<file path="config.mk">
export PLATFORM = sky130hd
export DESIGN_NAME = dpt_protect
export DESIGN_NICKNAME = d
export VERILOG_FILES = /design/src/rtl/dpt_pkg.sv /design/src/rtl/dpt_tick_gen.sv /design/src/rtl/dpt_protect.sv
export VERILOG_INCLUDE_DIRS = /design/src /design/src/rtl
export SDC_FILE = /design/constraint.sdc
export NUM_CORES = 1
export LEC_CHECK = 0
export ABC_AREA = 1
export BUFFER_PORTS_ARGS = -buffer_cell sky130_fd_sc_hd__buf_4
export CAP_MARGIN = 20
export CORE_MARGIN = 2
export CORE_UTILIZATION = 30
export CTS_CLUSTER_DIAMETER = 120
export DETAILED_ROUTE_END_ITERATION = 10
export HOLD_SLACK_MARGIN = 0.12
export PLACE_DENSITY = 0.5
export SLEW_MARGIN = 40
export SYNTH_ARGS = -nofsm -noshare
export SYNTH_HDL_FRONTEND = slang
export SYNTH_SLANG_ARGS = --single-unit
</file>
<file path="constraint.sdc">
create_clock -name core_clk -period 4.1 [get_ports core_clk]
set_input_delay 0.41 -clock core_clk [delete_from_list [all_inputs] [get_ports core_clk]]
set_output_delay 0.41 -clock core_clk [all_outputs]
set_load 0.01 [all_outputs]
</file>
<file path="src/rtl/dpt_defs.svh">
// constants for the drive protection and trip block
// assumes a 250 MHz core clock and a 0.1 s protection time base
`ifndef DPT_DEFS_SVH
`define DPT_DEFS_SVH
`define DPT_CLK_HZ 250000000
`define DPT_TICK_MS 100
`define DPT_TICK_CYC ((`DPT_CLK_HZ / 1000) * `DPT_TICK_MS)
`define DPT_FAN_MODE_TRIP 1'h0
`define DPT_FAN_MODE_WARN 1'h1
`define DPT_OUT_FN_FAN_WARN 4'h8
`define DPT_OUT_FN_LOW_VOLT 4'hb
`define DPT_IN_FN_BLOCK 4'h5
`define DPT_TIME_ZERO 13'h0000
`define DPT_NUM_OUT 3
`define DPT_NUM_IN 8
`endif

</file>
<file path="src/rtl/dpt_pkg.sv">
// types shared by the drive protection and trip block
// assumes dpt_defs.svh is compiled alongside
package dpt_pkg;
  // state of the output-block input handling
  typedef enum logic [3:0]
  {
    DPT_RUN = 4'h1,
    DPT_DECEL = 4'h2,
    DPT_CUT = 4'h4,
    DPT_WAIT_RUN = 4'h8
  } dpt_blk_e;
  // monitor snapshot at the block instant
  typedef struct packed
  {
    logic [15:0] freq;
    logic [15:0] curr;
  } dpt_mon_s;
  // fault and indication flags
  typedef struct packed
  {
    logic fan_trip;
    logic lv_trip;
    logic block_shown;
  } dpt_ind_s;
endpackage : dpt_pkg

</file>
<file path="src/rtl/dpt_tick_gen.sv">
// time base tick generator, one pulse every 0.1 s of core clock
// assumes a free running core_clk
`timescale 1ns/100ps
`include "dpt_defs.svh"
module dpt_tick_gen #(
  parameter int unsigned TICK_CYC = `DPT_TICK_CYC
) (
  input wire logic core_clk, // core clock
  input wire logic rst_n, // async reset, active low
  output logic tick // one-cycle pulse per time step
);
  logic [31:0] cnt;
  logic [31:0] next_cnt;
  logic next_tick;
  // next count; wraps at the tick period
  always_comb
  begin
    next_cnt = cnt + 32'h1;
    next_tick = 1'b0;
    if (cnt >= TICK_CYC - 1)
    begin
      next_cnt = 32'h0;
      next_tick = 1'b1;
    end
  end
  // register count and tick
  always_ff @(posedge core_clk or negedge rst_n)
  begin
    if (!rst_n)
    begin
      cnt <= 32'h0;
      tick <= 1'b0;
    end
    else
    begin
      cnt <= next_cnt;
      tick <= next_tick;
    end
  end
endmodule : dpt_tick_gen

</file>
<file path="src/rtl/dpt_protect.sv">
// drive protection: fan fault, low dc-link voltage, output-block input
// assumes pin-level status inputs asynchronous; settings and monitor quasi-static
//
// Contract
// fan mode 0 and fan error: block output, show fan trip
// fan mode 1: fan error drives outputs set to code 8, run continues
// in fan warning mode, overheat still blocks the output
// low voltage blocks output at once, trip after programmed delay
// low voltage warning ignores the trip delay
// outputs set to code 11 show the low voltage condition
// block input with code 5 on during run: block output, show indication
// frequency and current captured at block instant held for monitoring
// resume only after block input off and a new run command
// block stop time zero: cut output immediately, free run
// nonzero block stop time: decelerate over that time
// user picks a deceleration time suited to capacity and load
// delays counted on a 0.1 s time base from core clock
`timescale 1ns/100ps
`include "dpt_defs.svh"
module dpt_protect #(
  parameter int unsigned TICK_CYC = `DPT_TICK_CYC,
  parameter int unsigned NUM_OUT = `DPT_NUM_OUT,
  parameter int unsigned NUM_IN = `DPT_NUM_IN
) (
  input wire logic core_clk, // core clock
  input wire logic rst_n, // async reset, active low
  input wire logic fan_err_pin, // cooling fan error, async
  input wire logic overheat_pin, // internal overtemperature, async
  input wire logic low_volt_pin, // dc-link under voltage, async
  input wire logic run_cmd_pin, // run command, async
  input wire logic [NUM_IN-1:0] mf_in_pin, // multifunction inputs, async
  input wire logic fan_mode, // 0 trip, 1 warning
  input wire logic [12:0] undervoltage_trip_delay, // 0.1 s steps
  input wire logic [12:0] block_stop_time, // 0.1 s steps
  input wire logic [NUM_IN*4-1:0] multifunction_input_function, // per input
  input wire logic [NUM_OUT*4-1:0] relay_out_function, // per output
  input wire logic [15:0] freq_now, // present output frequency
  input wire logic [15:0] curr_now, // present output current
  output logic gate_enable, // power stage enable
  output logic decel_req, // timed deceleration request
  output logic [NUM_OUT-1:0] relay_out, // relay and open collector outputs
  output dpt_pkg::dpt_ind_s ind, // trip and display flags
  output dpt_pkg::dpt_mon_s mon // frozen monitor values
);
  ////////////////////////////////////////////////////////////////////
  // synchronisers
  localparam int unsigned SW = 4 + NUM_IN;
  logic [SW-1:0] sync1;
  logic [SW-1:0] sync2;
  always_ff @(posedge core_clk or negedge rst_n)
  begin
    if (!rst_n)
    begin
      sync1 <= '0;
      sync2 <= '0;
    end
    else
    begin
      sync1 <= {mf_in_pin, run_cmd_pin, low_volt_pin, overheat_pin, fan_err_pin};
      sync2 <= sync1;
    end
  end
  logic fan_err;
  logic overheat;
  logic low_volt;
  logic run_cmd;
  logic [NUM_IN-1:0] mf_in;
  assign fan_err = sync2[0];
  assign overheat = sync2[1];
  assign low_volt = sync2[2];
  assign run_cmd = sync2[3];
  assign mf_in = sync2[SW-1:4];

  ////////////////////////////////////////////////////////////////////
  // time base
  logic tick;
  dpt_tick_gen #(.TICK_CYC(TICK_CYC)) u_tick (
    .core_clk(core_clk),
    .rst_n(rst_n),
    .tick(tick)
  );

  ////////////////////////////////////////////////////////////////////
  // block input decode, one bit per input
  logic [NUM_IN-1:0] blk_hit;
  genvar gi;
  generate
    for (gi = 0; gi < NUM_IN; gi++)
    begin : g_in
      assign blk_hit[gi] = mf_in[gi] &&
        (multifunction_input_function[gi*4 +: 4] == `DPT_IN_FN_BLOCK);
    end
  endgenerate
  logic blk_in;
  assign blk_in = |blk_hit;

  ////////////////////////////////////////////////////////////////////
  // trip state and low voltage delay
  logic fan_trip;
  logic lv_trip;
  logic [12:0] lv_cnt;
  logic next_fan_trip;
  logic next_lv_trip;
  logic [12:0] next_lv_cnt;
  // fan trip latches; low voltage trip declared after delay
  always_comb
  begin
    next_fan_trip = fan_trip;
    next_lv_trip = lv_trip;
    next_lv_cnt = lv_cnt;
    if (fan_err && fan_mode == `DPT_FAN_MODE_TRIP)
      next_fan_trip = 1'b1;
    if (!low_volt)
      next_lv_cnt = `DPT_TIME_ZERO;
    else if (lv_cnt >= undervoltage_trip_delay)
      next_lv_trip = 1'b1;
    else if (tick)
      next_lv_cnt = lv_cnt + 13'h1;
  end
  // trips hold until reset; trip-reset handling lives elsewhere
  always_ff @(posedge core_clk or negedge rst_n)
  begin
    if (!rst_n)
    begin
      fan_trip <= 1'b0;
      lv_trip <= 1'b0;
      lv_cnt <= `DPT_TIME_ZERO;
    end
    else
    begin
      fan_trip <= next_fan_trip;
      lv_trip <= next_lv_trip;
      lv_cnt <= next_lv_cnt;
    end
  end

  ////////////////////////////////////////////////////////////////////
  // output-block state machine
  dpt_pkg::dpt_blk_e blk_st;
  dpt_pkg::dpt_blk_e next_blk_st;
  logic [12:0] dec_cnt;
  logic [12:0] next_dec_cnt;
  dpt_pkg::dpt_mon_s next_mon;
  always_comb
  begin
    next_blk_st = blk_st;
    next_dec_cnt = dec_cnt;
    next_mon = mon;
    unique case (blk_st)
      dpt_pkg::DPT_RUN:
        if (blk_in && run_cmd)
        begin
          next_mon = '{freq: freq_now, curr: curr_now};
          next_dec_cnt = `DPT_TIME_ZERO;
          if (block_stop_time == `DPT_TIME_ZERO)
            next_blk_st = dpt_pkg::DPT_CUT;
          else
            next_blk_st = dpt_pkg::DPT_DECEL;
        end
      dpt_pkg::DPT_DECEL:
        if (dec_cnt >= block_stop_time)
          next_blk_st = dpt_pkg::DPT_CUT;
        else if (tick)
          next_dec_cnt = dec_cnt + 13'h1;
      dpt_pkg::DPT_CUT:
        if (!blk_in)
          next_blk_st = dpt_pkg::DPT_WAIT_RUN;
      dpt_pkg::DPT_WAIT_RUN:
        if (blk_in)
          next_blk_st = dpt_pkg::DPT_CUT;
        else if (!run_cmd)
          next_blk_st = dpt_pkg::DPT_RUN; // fresh command needs a release first
    endcase
  end
  always_ff @(posedge core_clk or negedge rst_n)
  begin
    if (!rst_n)
    begin
      blk_st <= dpt_pkg::DPT_RUN;
      dec_cnt <= `DPT_TIME_ZERO;
      mon <= '0;
    end
    else
    begin
      blk_st <= next_blk_st;
      dec_cnt <= next_dec_cnt;
      mon <= next_mon;
    end
  end

  ////////////////////////////////////////////////////////////////////
  // outputs, all registered
  logic [NUM_OUT-1:0] next_relay;
  generate
    for (gi = 0; gi < NUM_OUT; gi++)
    begin : g_out
      always_comb
      begin
        next_relay[gi] = 1'b0;
        if (relay_out_function[gi*4 +: 4] == `DPT_OUT_FN_FAN_WARN)
          next_relay[gi] = fan_err && (fan_mode == `DPT_FAN_MODE_WARN);
        else if (relay_out_function[gi*4 +: 4] == `DPT_OUT_FN_LOW_VOLT)
          next_relay[gi] = low_volt; // see
      end
    end
  endgenerate
  logic next_gate;
  logic next_decel;
  dpt_pkg::dpt_ind_s next_ind;
  // gate cut on fan trip, overheat, low voltage or block cut, not on a held low voltage trip; fan warning alone keeps running
  always_comb
  begin
    next_gate = !(fan_trip || next_fan_trip || overheat || low_volt ||
      blk_st == dpt_pkg::DPT_CUT || blk_st == dpt_pkg::DPT_WAIT_RUN); // see
    next_decel = (blk_st == dpt_pkg::DPT_DECEL);
    next_ind.fan_trip = next_fan_trip;
    next_ind.lv_trip = next_lv_trip;
    next_ind.block_shown = (blk_st != dpt_pkg::DPT_RUN);
  end
  always_ff @(posedge core_clk or negedge rst_n)
  begin
    if (!rst_n)
    begin
      gate_enable <= 1'b0;
      decel_req <= 1'b0;
      relay_out <= '0;
      ind <= '0;
    end
    else
    begin
      gate_enable <= next_gate;
      decel_req <= next_decel;
      relay_out <= next_relay;
      ind <= next_ind;
    end
  end

  ////////////////////////////////////////////////////////////////////
  // checks
  AST_FAN_TRIP: assert property (@(posedge core_clk) disable iff (!rst_n)
    fan_err && !fan_mode |=> !gate_enable && ind.fan_trip)
    else $error("fan trip did not block output");
  AST_FAN_WARN: assert property (@(posedge core_clk) disable iff (!rst_n)
    fan_err && fan_mode && relay_out_function[3:0] == `DPT_OUT_FN_FAN_WARN
    |=> relay_out[0])
    else $error("fan warning not driven");
  AST_OVERHEAT: assert property (@(posedge core_clk) disable iff (!rst_n)
    overheat |=> !gate_enable)
    else $error("overheat did not block output");
  AST_LV_BLOCK: assert property (@(posedge core_clk) disable iff (!rst_n)
    low_volt |=> !gate_enable)
    else $error("low voltage did not block output");
  AST_LV_NO_EARLY: assert property (@(posedge core_clk) disable iff (!rst_n)
    $rose(low_volt) && !lv_trip && undervoltage_trip_delay != `DPT_TIME_ZERO
    |=> !ind.lv_trip)
    else $error("low voltage trip declared early");
  AST_LV_WARN: assert property (@(posedge core_clk) disable iff (!rst_n)
    low_volt && relay_out_function[7:4] == `DPT_OUT_FN_LOW_VOLT |=> relay_out[1])
    else $error("low voltage warning delayed");
  AST_BLK_CUT: assert property (@(posedge core_clk) disable iff (!rst_n)
    blk_st == dpt_pkg::DPT_RUN && blk_in && run_cmd && block_stop_time == `DPT_TIME_ZERO
    |=> ##1 !gate_enable && ind.block_shown)
    else $error("block input did not cut output");
  AST_BLK_DEC: assert property (@(posedge core_clk) disable iff (!rst_n)
    blk_st == dpt_pkg::DPT_RUN && blk_in && run_cmd && block_stop_time != `DPT_TIME_ZERO
    |=> ##1 decel_req)
    else $error("block input did not decelerate");
  AST_MON_HOLD: assert property (@(posedge core_clk) disable iff (!rst_n)
    blk_st != dpt_pkg::DPT_RUN && $past(blk_st) != dpt_pkg::DPT_RUN |-> $stable(mon))
    else $error("monitor changed while blocked");
  AST_RESUME: assert property (@(posedge core_clk) disable iff (!rst_n)
    blk_st == dpt_pkg::DPT_WAIT_RUN && run_cmd |=> blk_st != dpt_pkg::DPT_RUN)
    else $error("resumed without fresh run command");
endmodule : dpt_protect

</file>
# Word level (Yosys, flattened, before mapping)
# Index checks and enable logic that the tools add are counted.
# word_totals
ff_bits	127
in_bits	117
output_inout_bits	40
elab_cells	97
# classes
n_addsub	3
order_cmp	3
eq_ne	27
muxes	23
bitwise_logic	1
reduce_logical	25
# ops
cell	count
$mux W13	6
$eq A4 B3 Y1 const B	9
$add A32 B1 Y32 const B	1
$ge A32 B25 Y1 const B	1
$mux W32	1
$eq A4 B4 Y1 const B	7
$add A13 B1 Y13 const B	2
$ge A13 B13 Y1	2
$pmux W13 S2	1
$mux W4	5
$pmux W4 S4	1
$logic_not A13 Y1	1
$logic_and A1 B1 Y1	11
$mux W1	8
$ne A2 B2 Y1 const B	4
$reduce_and A4 Y1	2
$reduce_or A8 Y1	1
$ne A2 B1 Y1 const B	3
$reduce_and A2 Y1	3
$logic_or A1 B1 Y1	5
$eq A4 B1 Y1 const B	1
$eq A4 B2 Y1 const B	1
$ne A4 B1 Y1 const B	1
$mux W3	1
other kinds (4)	4

# Depth between registers and ports, before layout
# Gate-level depths: netlist of run 1.
# depth
depth_word	9
ltp_mapped	13
mapped_depth_nobuf	13

# Modules after synthesis
# From an unflattened synthesis of run 1, not the netlist that was laid out.
# unflattened
cells_unflattened	831
area_unflattened_um2	6755.2
# modules_own_cells
mod	n_inst	cells_each	area_each_um2	seq_area_each_um2
dpt_protect	1	631	5047.3	2353.5
dpt_tick_gen	1	200	1707.9	825.8

# Least setup slack after synthesis of run 1
# No wires, ideal clock.
# synth_timing
path_type	in2reg
startpoint	in block_stop_time[12]
endpoint	reg dec_cnt[10]
setup_ns	0.128
arrival_ns	1.597
required_time_ns	3.972
slack_ns	2.376
stages	12
n_path_buf	1
cell_sequence	inv_1 > ha_1 > nand2_1 > inv_2 > nand3_1 > a21oi_1 > nor2_4 > nand3_4 > nand2_1 > buf_4 > nor2_1 > a21oi_1
# synth_via
elab_chain_cells	3
# synth_lines
item	line_no	rtl
from (decl)	dpt_protect.sv:34	input wire logic [12:0] block_stop_time,
$ge A13 B13 Y1	dpt_protect.sv:161	if (dec_cnt >= block_stop_time)
$ne A2 B2 Y1 (no source line)	-	
$reduce_and A4 Y1 (no source line)	-	
to (signal assigned)	dpt_protect.sv:180	dec_cnt <= `DPT_TIME_ZERO;
to (signal assigned)	dpt_protect.sv:186	dec_cnt <= next_dec_cnt;
to (decl)	dpt_protect.sv:141	logic [12:0] dec_cnt;
# Every way passes these cells.
# A chain may end at the register's enable or synchronous reset.

# Final worst setup path of run 1
# layout_timing
startpoint	reg blk_st[0]
endpoint	reg dec_cnt[7]
# layout_via
elab_chain_cells	3
word_cells_on_any_way	8
classes_between	eq/ne: 5; mux: 1; reduce/logical: 2
# layout_lines
item	line_no	rtl
from (decl)	dpt_protect.sv:139	dpt_pkg::dpt_blk_e blk_st;
from (signal assigned)	dpt_protect.sv:179	blk_st <= dpt_pkg::DPT_RUN;
from (signal assigned)	dpt_protect.sv:185	blk_st <= next_blk_st;
$eq A4 B2 Y1 or $eq A4 B1 Y1 (tied branches)	dpt_protect.sv:149	unique case (blk_st)
$ne A2 B1 Y1 (no source line) (tied with other cells)	-	
$reduce_and A4 Y1 (no source line)	-	
# Several ways; a longest one is shown, not always the timed one.

==> run metrics, run 1 <==
max frequency 0.437 GHz; unrepaired setup endpoints after global routing false; Worst Tran Pin Value 0.656 ns; max-slew violations 0; drt wl/cell 11.6 µm; vias per cell 4.32; Slew HR 0.558; post-route ant nets 0; Sink Count 127; die area 22400 µm²; Core Box Area 20900 µm²; nets@finish 1084; clock skew 0.00724 ns; Post-Route Setup TNS 0 ns; Post-DP Area 7850 µm²; HP Class input port to flip-flop; clk slew on worst S/H paths 0.06 ns; Worst Path Arrival 2.62 ns; YS warnings 0; clock share of power 0.391; final-report hold violation count 0; post-synthesis sequential area ratio 0.500; detailed placer's ending HPWL 10.5 mm; CP Capture Type flip-flop; Comb pwr share 0.201; Static Leak 4.36 nW; antenna cells 0; hold depth 2; total grt overflow 0; Max clock buf depth 2; Seq pwr share 0.408; CTS Buf Count 17; number of global-route vias before repair 5234; outcome finished clean; # DRC 0; multi-input logic area 2660 µm²; antenna violations before repair 0; max_cap viols 0; starting density of the core 0.305; post-CTS setup buffers 0; Fin Hold WS 0.152 ns; root buf cell clkbuf_16; power per cell area 426 nW/µm²; Reg area 3180 µm²; Int Pwr 2.57 mW; Sw Share 0.293; GRT Util Overall 0.136; share of layout cells above drive strength 1 0.224; Final min period 2.29 ns; CP Max Fanout 53; IO Port Bufs 156; Via Count 5293; Die Width 150 µm; final wirelength 14.3 mm; Area growth, synth to finish 34.3%; Top FF cell, synth dfrtp_1; Crit Path Class flip-flop to flip-flop; Filler cells 2143; ys async rst share 1.00; FF-to-FF path depth 6; H-tree Lvls 4; Post-synth EDFFs 0; Cell variety after synth 35; Iter 0 DRT Violations 249; die height 150 µm; 1st-pass router iterations 4; critical path required time 4.44 ns; CTS tree built; Worst-Skew Late Latency 0.41 ns; Psw 1.07 mW; CP startpoint kind flip-flop; Syn Area/Cell 8.38 µm²; Cells after Synth 759; Max rail drop VDD 0.322 mV; FP Rows 53; Seq cells post-synth 127; final instance area 8550 µm²; # setup viols final 0; first-pass GRT wire length 24.3 mm; largest net degree at the start of global routing 69; Post-Syn Area 6360 µm²; Final Cycle Share 0.558; GPL Wtd Cong 0.732; I/O Pins 157
[cells in the mapped netlist (2+ instances only)]
library cell	count	area, µm²
nand2_1	141	529
dfrtp_1	126	3150
inv_1	119	447
nor2_1	87	327
nand3_1	66	330
o21ai_1	41	205
ha_1	29	363
xor2_1	24	210
a21oi_1	21	105
nor3_1	19	95.1
nand4_1	15	93.8
o21ai_0	7	35.0
xnor2_1	7	61.3
buf_2	6	30.0
buf_4	5	37.5
inv_2	5	18.8
nand2_2	5	31.3
clkbuf_1	4	15.0
nor3b_1	4	30.0
nor4_1	4	25.0
a31oi_1	3	18.8
nor2_2	3	18.8
buf_1	2	7.51
nand3_2	2	20.0
nand3b_1	2	15.0
o22ai_1	2	12.5
or2_2	2	12.5
[timing repair]
item                      in CTS  in global routing
resized for setup              0                  0
hold endpoints to repair      78                  0
hold buffers                  13                  0
[cell type report]
class | count | area share
inverter | 124 | 0.0545
sequential | 127 | 0.372
tap | 275 | 0.0403
timing repair buffer | 171 | 0.156
clock buffer | 20 | 0.0534
clock inverter | 12 | 0.0129
multi-input combinational | 497 | 0.311
[final timing paths]
kind / start / to / slack (ns)
worst min-delay path: relay_out_function[10] / relay_out[2] / 0.15
worst min register to register: sync1[8] / sync2[8] / 0.35
max in group asynchronous: rst_n / relay_out[2] / 2.78
worst max-delay path: blk_st[0] / dec_cnt[7] / 1.81
min in group asynchronous: rst_n / mon[26] / 0.57
worst max register to register: blk_st[0] / dec_cnt[7] / 1.81
[layer usage]
layer,global-route usage,vias to the layer above,part of all wire
met5,0,-,0
met4,0.0595,0,0.021
met3,0.0369,23,0.050
met2,0.222,108,0.48
met1,0.169,2385,0.45
li1,-,2777,-
[stage by stage]
step / power, mW / cells / utilization / setup WS [ns]
2_1_floorplan: 1.95 / 765 / - / 2.38
3_3_place_gp: 2.23 / 1181 / 0.375 / 1.36
3_5_place_dp: 2.24 / 1181 / 0.376 / 1.81
4_1_cts: 3.71 / 1226 / 0.409 / 1.77
5_1_grt: 3.88 / 1226 / 0.409 / 1.56
6_report: 3.64 / 1226 / 0.409 / 1.81
[sequential cells by signal (all words and copies together) (netlist names)]
| signal | count |
|---|---|
| relay_out | 3 |
| mon | 32 |
| u_tick.cnt | 32 |
| sync1 | 12 |
| decel_req | 1 |
| gate_enable | 1 |
| blk_st | 4 |
| sync2 | 12 |
| ind | 3 |
| u_tick.tick | 1 |
| dec_cnt | 13 |
| lv_cnt | 13 |
[layout by cell type, fill, tap and decap left out, types with 15 or more instances in the layout]
cell,instances
buf_4,156
nand2_1,141
dfrtp_1,125
inv_1,119
nor2_1,87
nand3_1,66
o21ai_1,41
ha_1,29
xor2_1,24
a21oi_1,21
nor3_1,19
clkbuf_16,17
nand4_1,15
[cell families after synthesis]
logic type,share of synthesized area
AO/OA/AOI/OAI,0.0606
XOR/XNOR,0.0427
adder cells (fa/ha/maj),0.0570
buffers and inverters,0.0873
flip-flops,0.500
other,0.000590
AND/OR/NAND/NOR,0.252
[worst max-delay path: stages, from the launching register on]
cell and delay, ns:
dfstp_2 0.53, inv_2 0.04, nor3_1 0.44, nand3_4 0.51, nand2_1 0.50, nor2_1 0.07, a21oi_1 0.12
[power by group through the flow]
stage | Sequential, mW | Combinational [mW] | Clock, mW
floorplan | 1.49 | 0.462 | 0
global placement | 1.51 | 0.727 | 0
CTS | 1.49 | 0.747 | 1.47
finish | 1.49 | 0.732 | 1.42
detailed placement | 1.51 | 0.734 | 0
global route | 1.50 | 0.845 | 1.53
No activity file was read; power rests on OpenSTA's default activity.
==> inputs of run 2 (changes only) <==
--- a/config.mk
+++ b/config.mk
@@ -6,7 +6,7 @@
 export SDC_FILE = /design/constraint.sdc
 export NUM_CORES = 1
 export LEC_CHECK = 0
-export ABC_AREA = 1
+export ABC_AREA = 0
 export BUFFER_PORTS_ARGS = -buffer_cell sky130_fd_sc_hd__buf_4
 export CAP_MARGIN = 20
 export CORE_MARGIN = 2
==> constraint.sdc (replaced) <==
create_clock -name core_clk -period 2.2 [get_ports core_clk]
set_input_delay 0.22 -clock core_clk [delete_from_list [all_inputs] [get_ports core_clk]]
set_output_delay 0.22 -clock core_clk [all_outputs]
set_load 0.01 [all_outputs]
==> run 2 against run 1 <==
Against the previous run:
- register-to-register slack lost 1.8 ns
- worst setup slack worse by 1.8 ns
- synthesized area shrank 5.6%
- critical endpoint is now lv_cnt[11]
==> run metrics, run 2 <==
FP Rows 51; first-pass GRT wire length 26.1 mm; Syn Area/Cell 10.9 µm²; Area growth, synth to finish 52.8%; biggest regs mon (32), u_tick.cnt (32); CTS tree built; R2R Setup Slk 0.03 ns; reg2reg start lv_cnt[4]; Post-synth EDFFs 0; most frequent cells in the layout buf_4 (202), dfrtp_1 (126), nor2_1 (52), dlygate4sd3_1 (52), inv_1 (39); Synth area leader dfrtp_1; CP startpoint kind flip-flop; Sink Count 127; outcome finished clean; 1st-pass router iterations 6; top-area cell type share of the netlist area 0.525; Die Width 146 µm; # setup viols final 0; die height 146 µm; Crit-path slowest cell or4_1; hold depth 4; Max rail drop VDD 0.516 mV; Filler cells 1851; Final min period 2.17 ns; Seq cells post-synth 127; YS warnings 0; Top Usage Layer GRT met2; antenna violations before repair 0; final wirelength 15.5 mm; Psw 1.85 mW; HP Class input port to flip-flop; CP Max Fanout 5; met1 GRT Util 0.179; most common cell in the netlist dfrtp_1; largest net degree at the start of global routing 47; cells along the critical path ha_1 > and2_1 > o21ai_1 > a31oi_4 > or4_1 > a21oi_2; Worst Tran Pin Value 0.552 ns; Iter 0 DRT Violations 219; FF-to-FF path depth 6; Post-Syn Area 6010 µm²; Worst-Skew Late Latency 0.41 ns; Worst Path Arrival 2.50 ns; met2 usage 0.272; IO Port Bufs 156; post-synthesis sequential area ratio 0.529; GPL Wtd Cong 0.812; CP Capture Type flip-flop; clock skew 0.0120 ns; ys async rst share 1.00; starting density of the core 0.308; commonest non-fill, non-tap cell in the layout buf_4; worst hold path startpoint block_stop_time[0]; max frequency 0.461 GHz; CTS Buf Count 17; # DRC 0; Cells after Synth 549; number of global-route vias before repair 5449; clk slew on worst S/H paths 0.06 ns; post-route ant nets 0; Slew HR 0.628; total grt overflow 0; drt wl/cell 14.1 µm; routing usage on met3 0.0348; Int Pwr 5.01 mW; Crit Path Class flip-flop to flip-flop; Top FF cell, synth dfrtp_1; final-report hold violation count 0; Core Box Area 19500 µm²; critical path's largest stage delay 0.56 ns; max_cap viols 0; Comb pwr share 0.200; share of layout cells above drive strength 1 0.365; critical path required time 2.53 ns; Hold Crit Endpoint blk_st[1]; Area contributors post-synth dfrtp_1 (52%), mux2_2 (6.2%), ha_1 (6.0%); max-slew violations 0; unrepaired setup endpoints after global routing true; H-tree Lvls 4; die area 21200 µm²; antenna cells 0; WP buf/inv 0; Max clock buf depth 2; GRT Util Overall 0.150; Worst R2R End lv_cnt[11]; root buf cell clkbuf_16; clock share of power 0.427; power per cell area 747 nW/µm²; nets@finish 967; I/O Pins 157; Static Leak 4.40 nW; Final Cycle Share 0.987; Via Count 5118; Cell variety after synth 56; Seq pwr share 0.373; Top delay family on crit path compound AO/OA/AOI/OAI gates; vias per cell 4.66; Sw Share 0.269; detailed placer's ending HPWL 11.3 mm; final core area utilization 0.470; Total Power 6.86 mW; most instantiated cells after synthesis dfrtp_1 (126), nor2_1 (52), inv_1 (39)
run 2: cell count changes after synthesis, sizes merged, moves of 10 or more:
cell,change
a31oi,+10
and3,+11
inv,-85
mux2,+33
nand2,-121
nand3,-55
nor2,-38
o21ai,-24
run 2: kinds of logic (layout without fill, tap and decap cells):
kind of cell               Yosys count  after routing  synth area share
and+or+nand+nor                    185            185             0.167
buffers and inverters               54            332            0.0406
xor gates and xnor gates            24             24            0.0350
adders and majority gates           29             29            0.0604
muxes                               35             35            0.0652
AOI/OAI and AO/OA                   94             95             0.102
DFF                                127            127             0.529
other                                1              7          0.000624
run 2: timing repair:
item                                   4_1_cts  5_1_grt
gates cloned                                 1        0
pin swaps                                   12       12
hold buffers                                52        0
gates resized for setup                      9       17
setup endpoints to repair                   33       44
buffers inserted                             2        2
endpoints found under the hold margin       84        0
run 2: tightest hold or removal path, delay by kind of cell:
kind | cells | cell delay [ns]
compound gates | 1 | 0.17
simple gates | 2 | 0.15
buf+inv | 1 | 0.09
run 2: area by class of cell:
cell class	instances	area (µm²)	area share
Tap cell	265	332	0.0361
Clock buffer	19	443	0.0483
Sequential cell	127	3180	0.346
Timing Repair Buffer	261	2150	0.234
Inverter	39	146	0.0160
Clock inverter	13	178	0.0194
Multi-Input combinational cell	375	2750	0.299
run 2: worst max path at each step:
stage	start	end	slack, ns	cells after the start
detailed placement	lv_cnt[10]	lv_cnt[7]	-0.07	8
CTS	lv_cnt[10]	lv_cnt[9]	-0.03	7
global placement	lv_cnt[10]	lv_cnt[4]	-0.04	8
finish	lv_cnt[4]	lv_cnt[11]	0.03	6
global route	lv_cnt[6]	lv_cnt[11]	-0.05	7
floorplan	lv_cnt[10]	lv_cnt[8]	0.02	8
run 2: metal layers:
metal | share of wire | up-vias
met1 | 0.43 | 2513
met3 | 0.032 | 11
met2 | 0.53 | 92
met4 | 0.0074 | 0
met5 | 0 | -
li1 | - | 2502
run 2: per-stage QoR:
step           TNS (ns)  cells  cell area, µm²  worst slack, ns  hold slack (ns)
2_1_floorplan         0    555            6040           0.0156          -0.0756
3_3_place_gp    -0.0800   1010            7870          -0.0396            0.226
3_5_place_dp     -0.529   1010            7870          -0.0740            0.230
4_1_cts         -0.0814   1097            9080          -0.0340            0.242
5_1_grt          -0.274   1099            9180          -0.0481            0.267
6_report              0   1099            9180           0.0285            0.247
run 2: power groups by stage:
stage / combinational [mW] / sequential (mW) / clock (mW)
floorplan: 0.653 / 2.61 / 0
global placement: 1.21 / 2.59 / 0
detailed placement: 1.24 / 2.60 / 0
CTS: 1.32 / 2.56 / 3.02
global route: 1.53 / 2.57 / 3.13
finish: 1.37 / 2.56 / 2.93
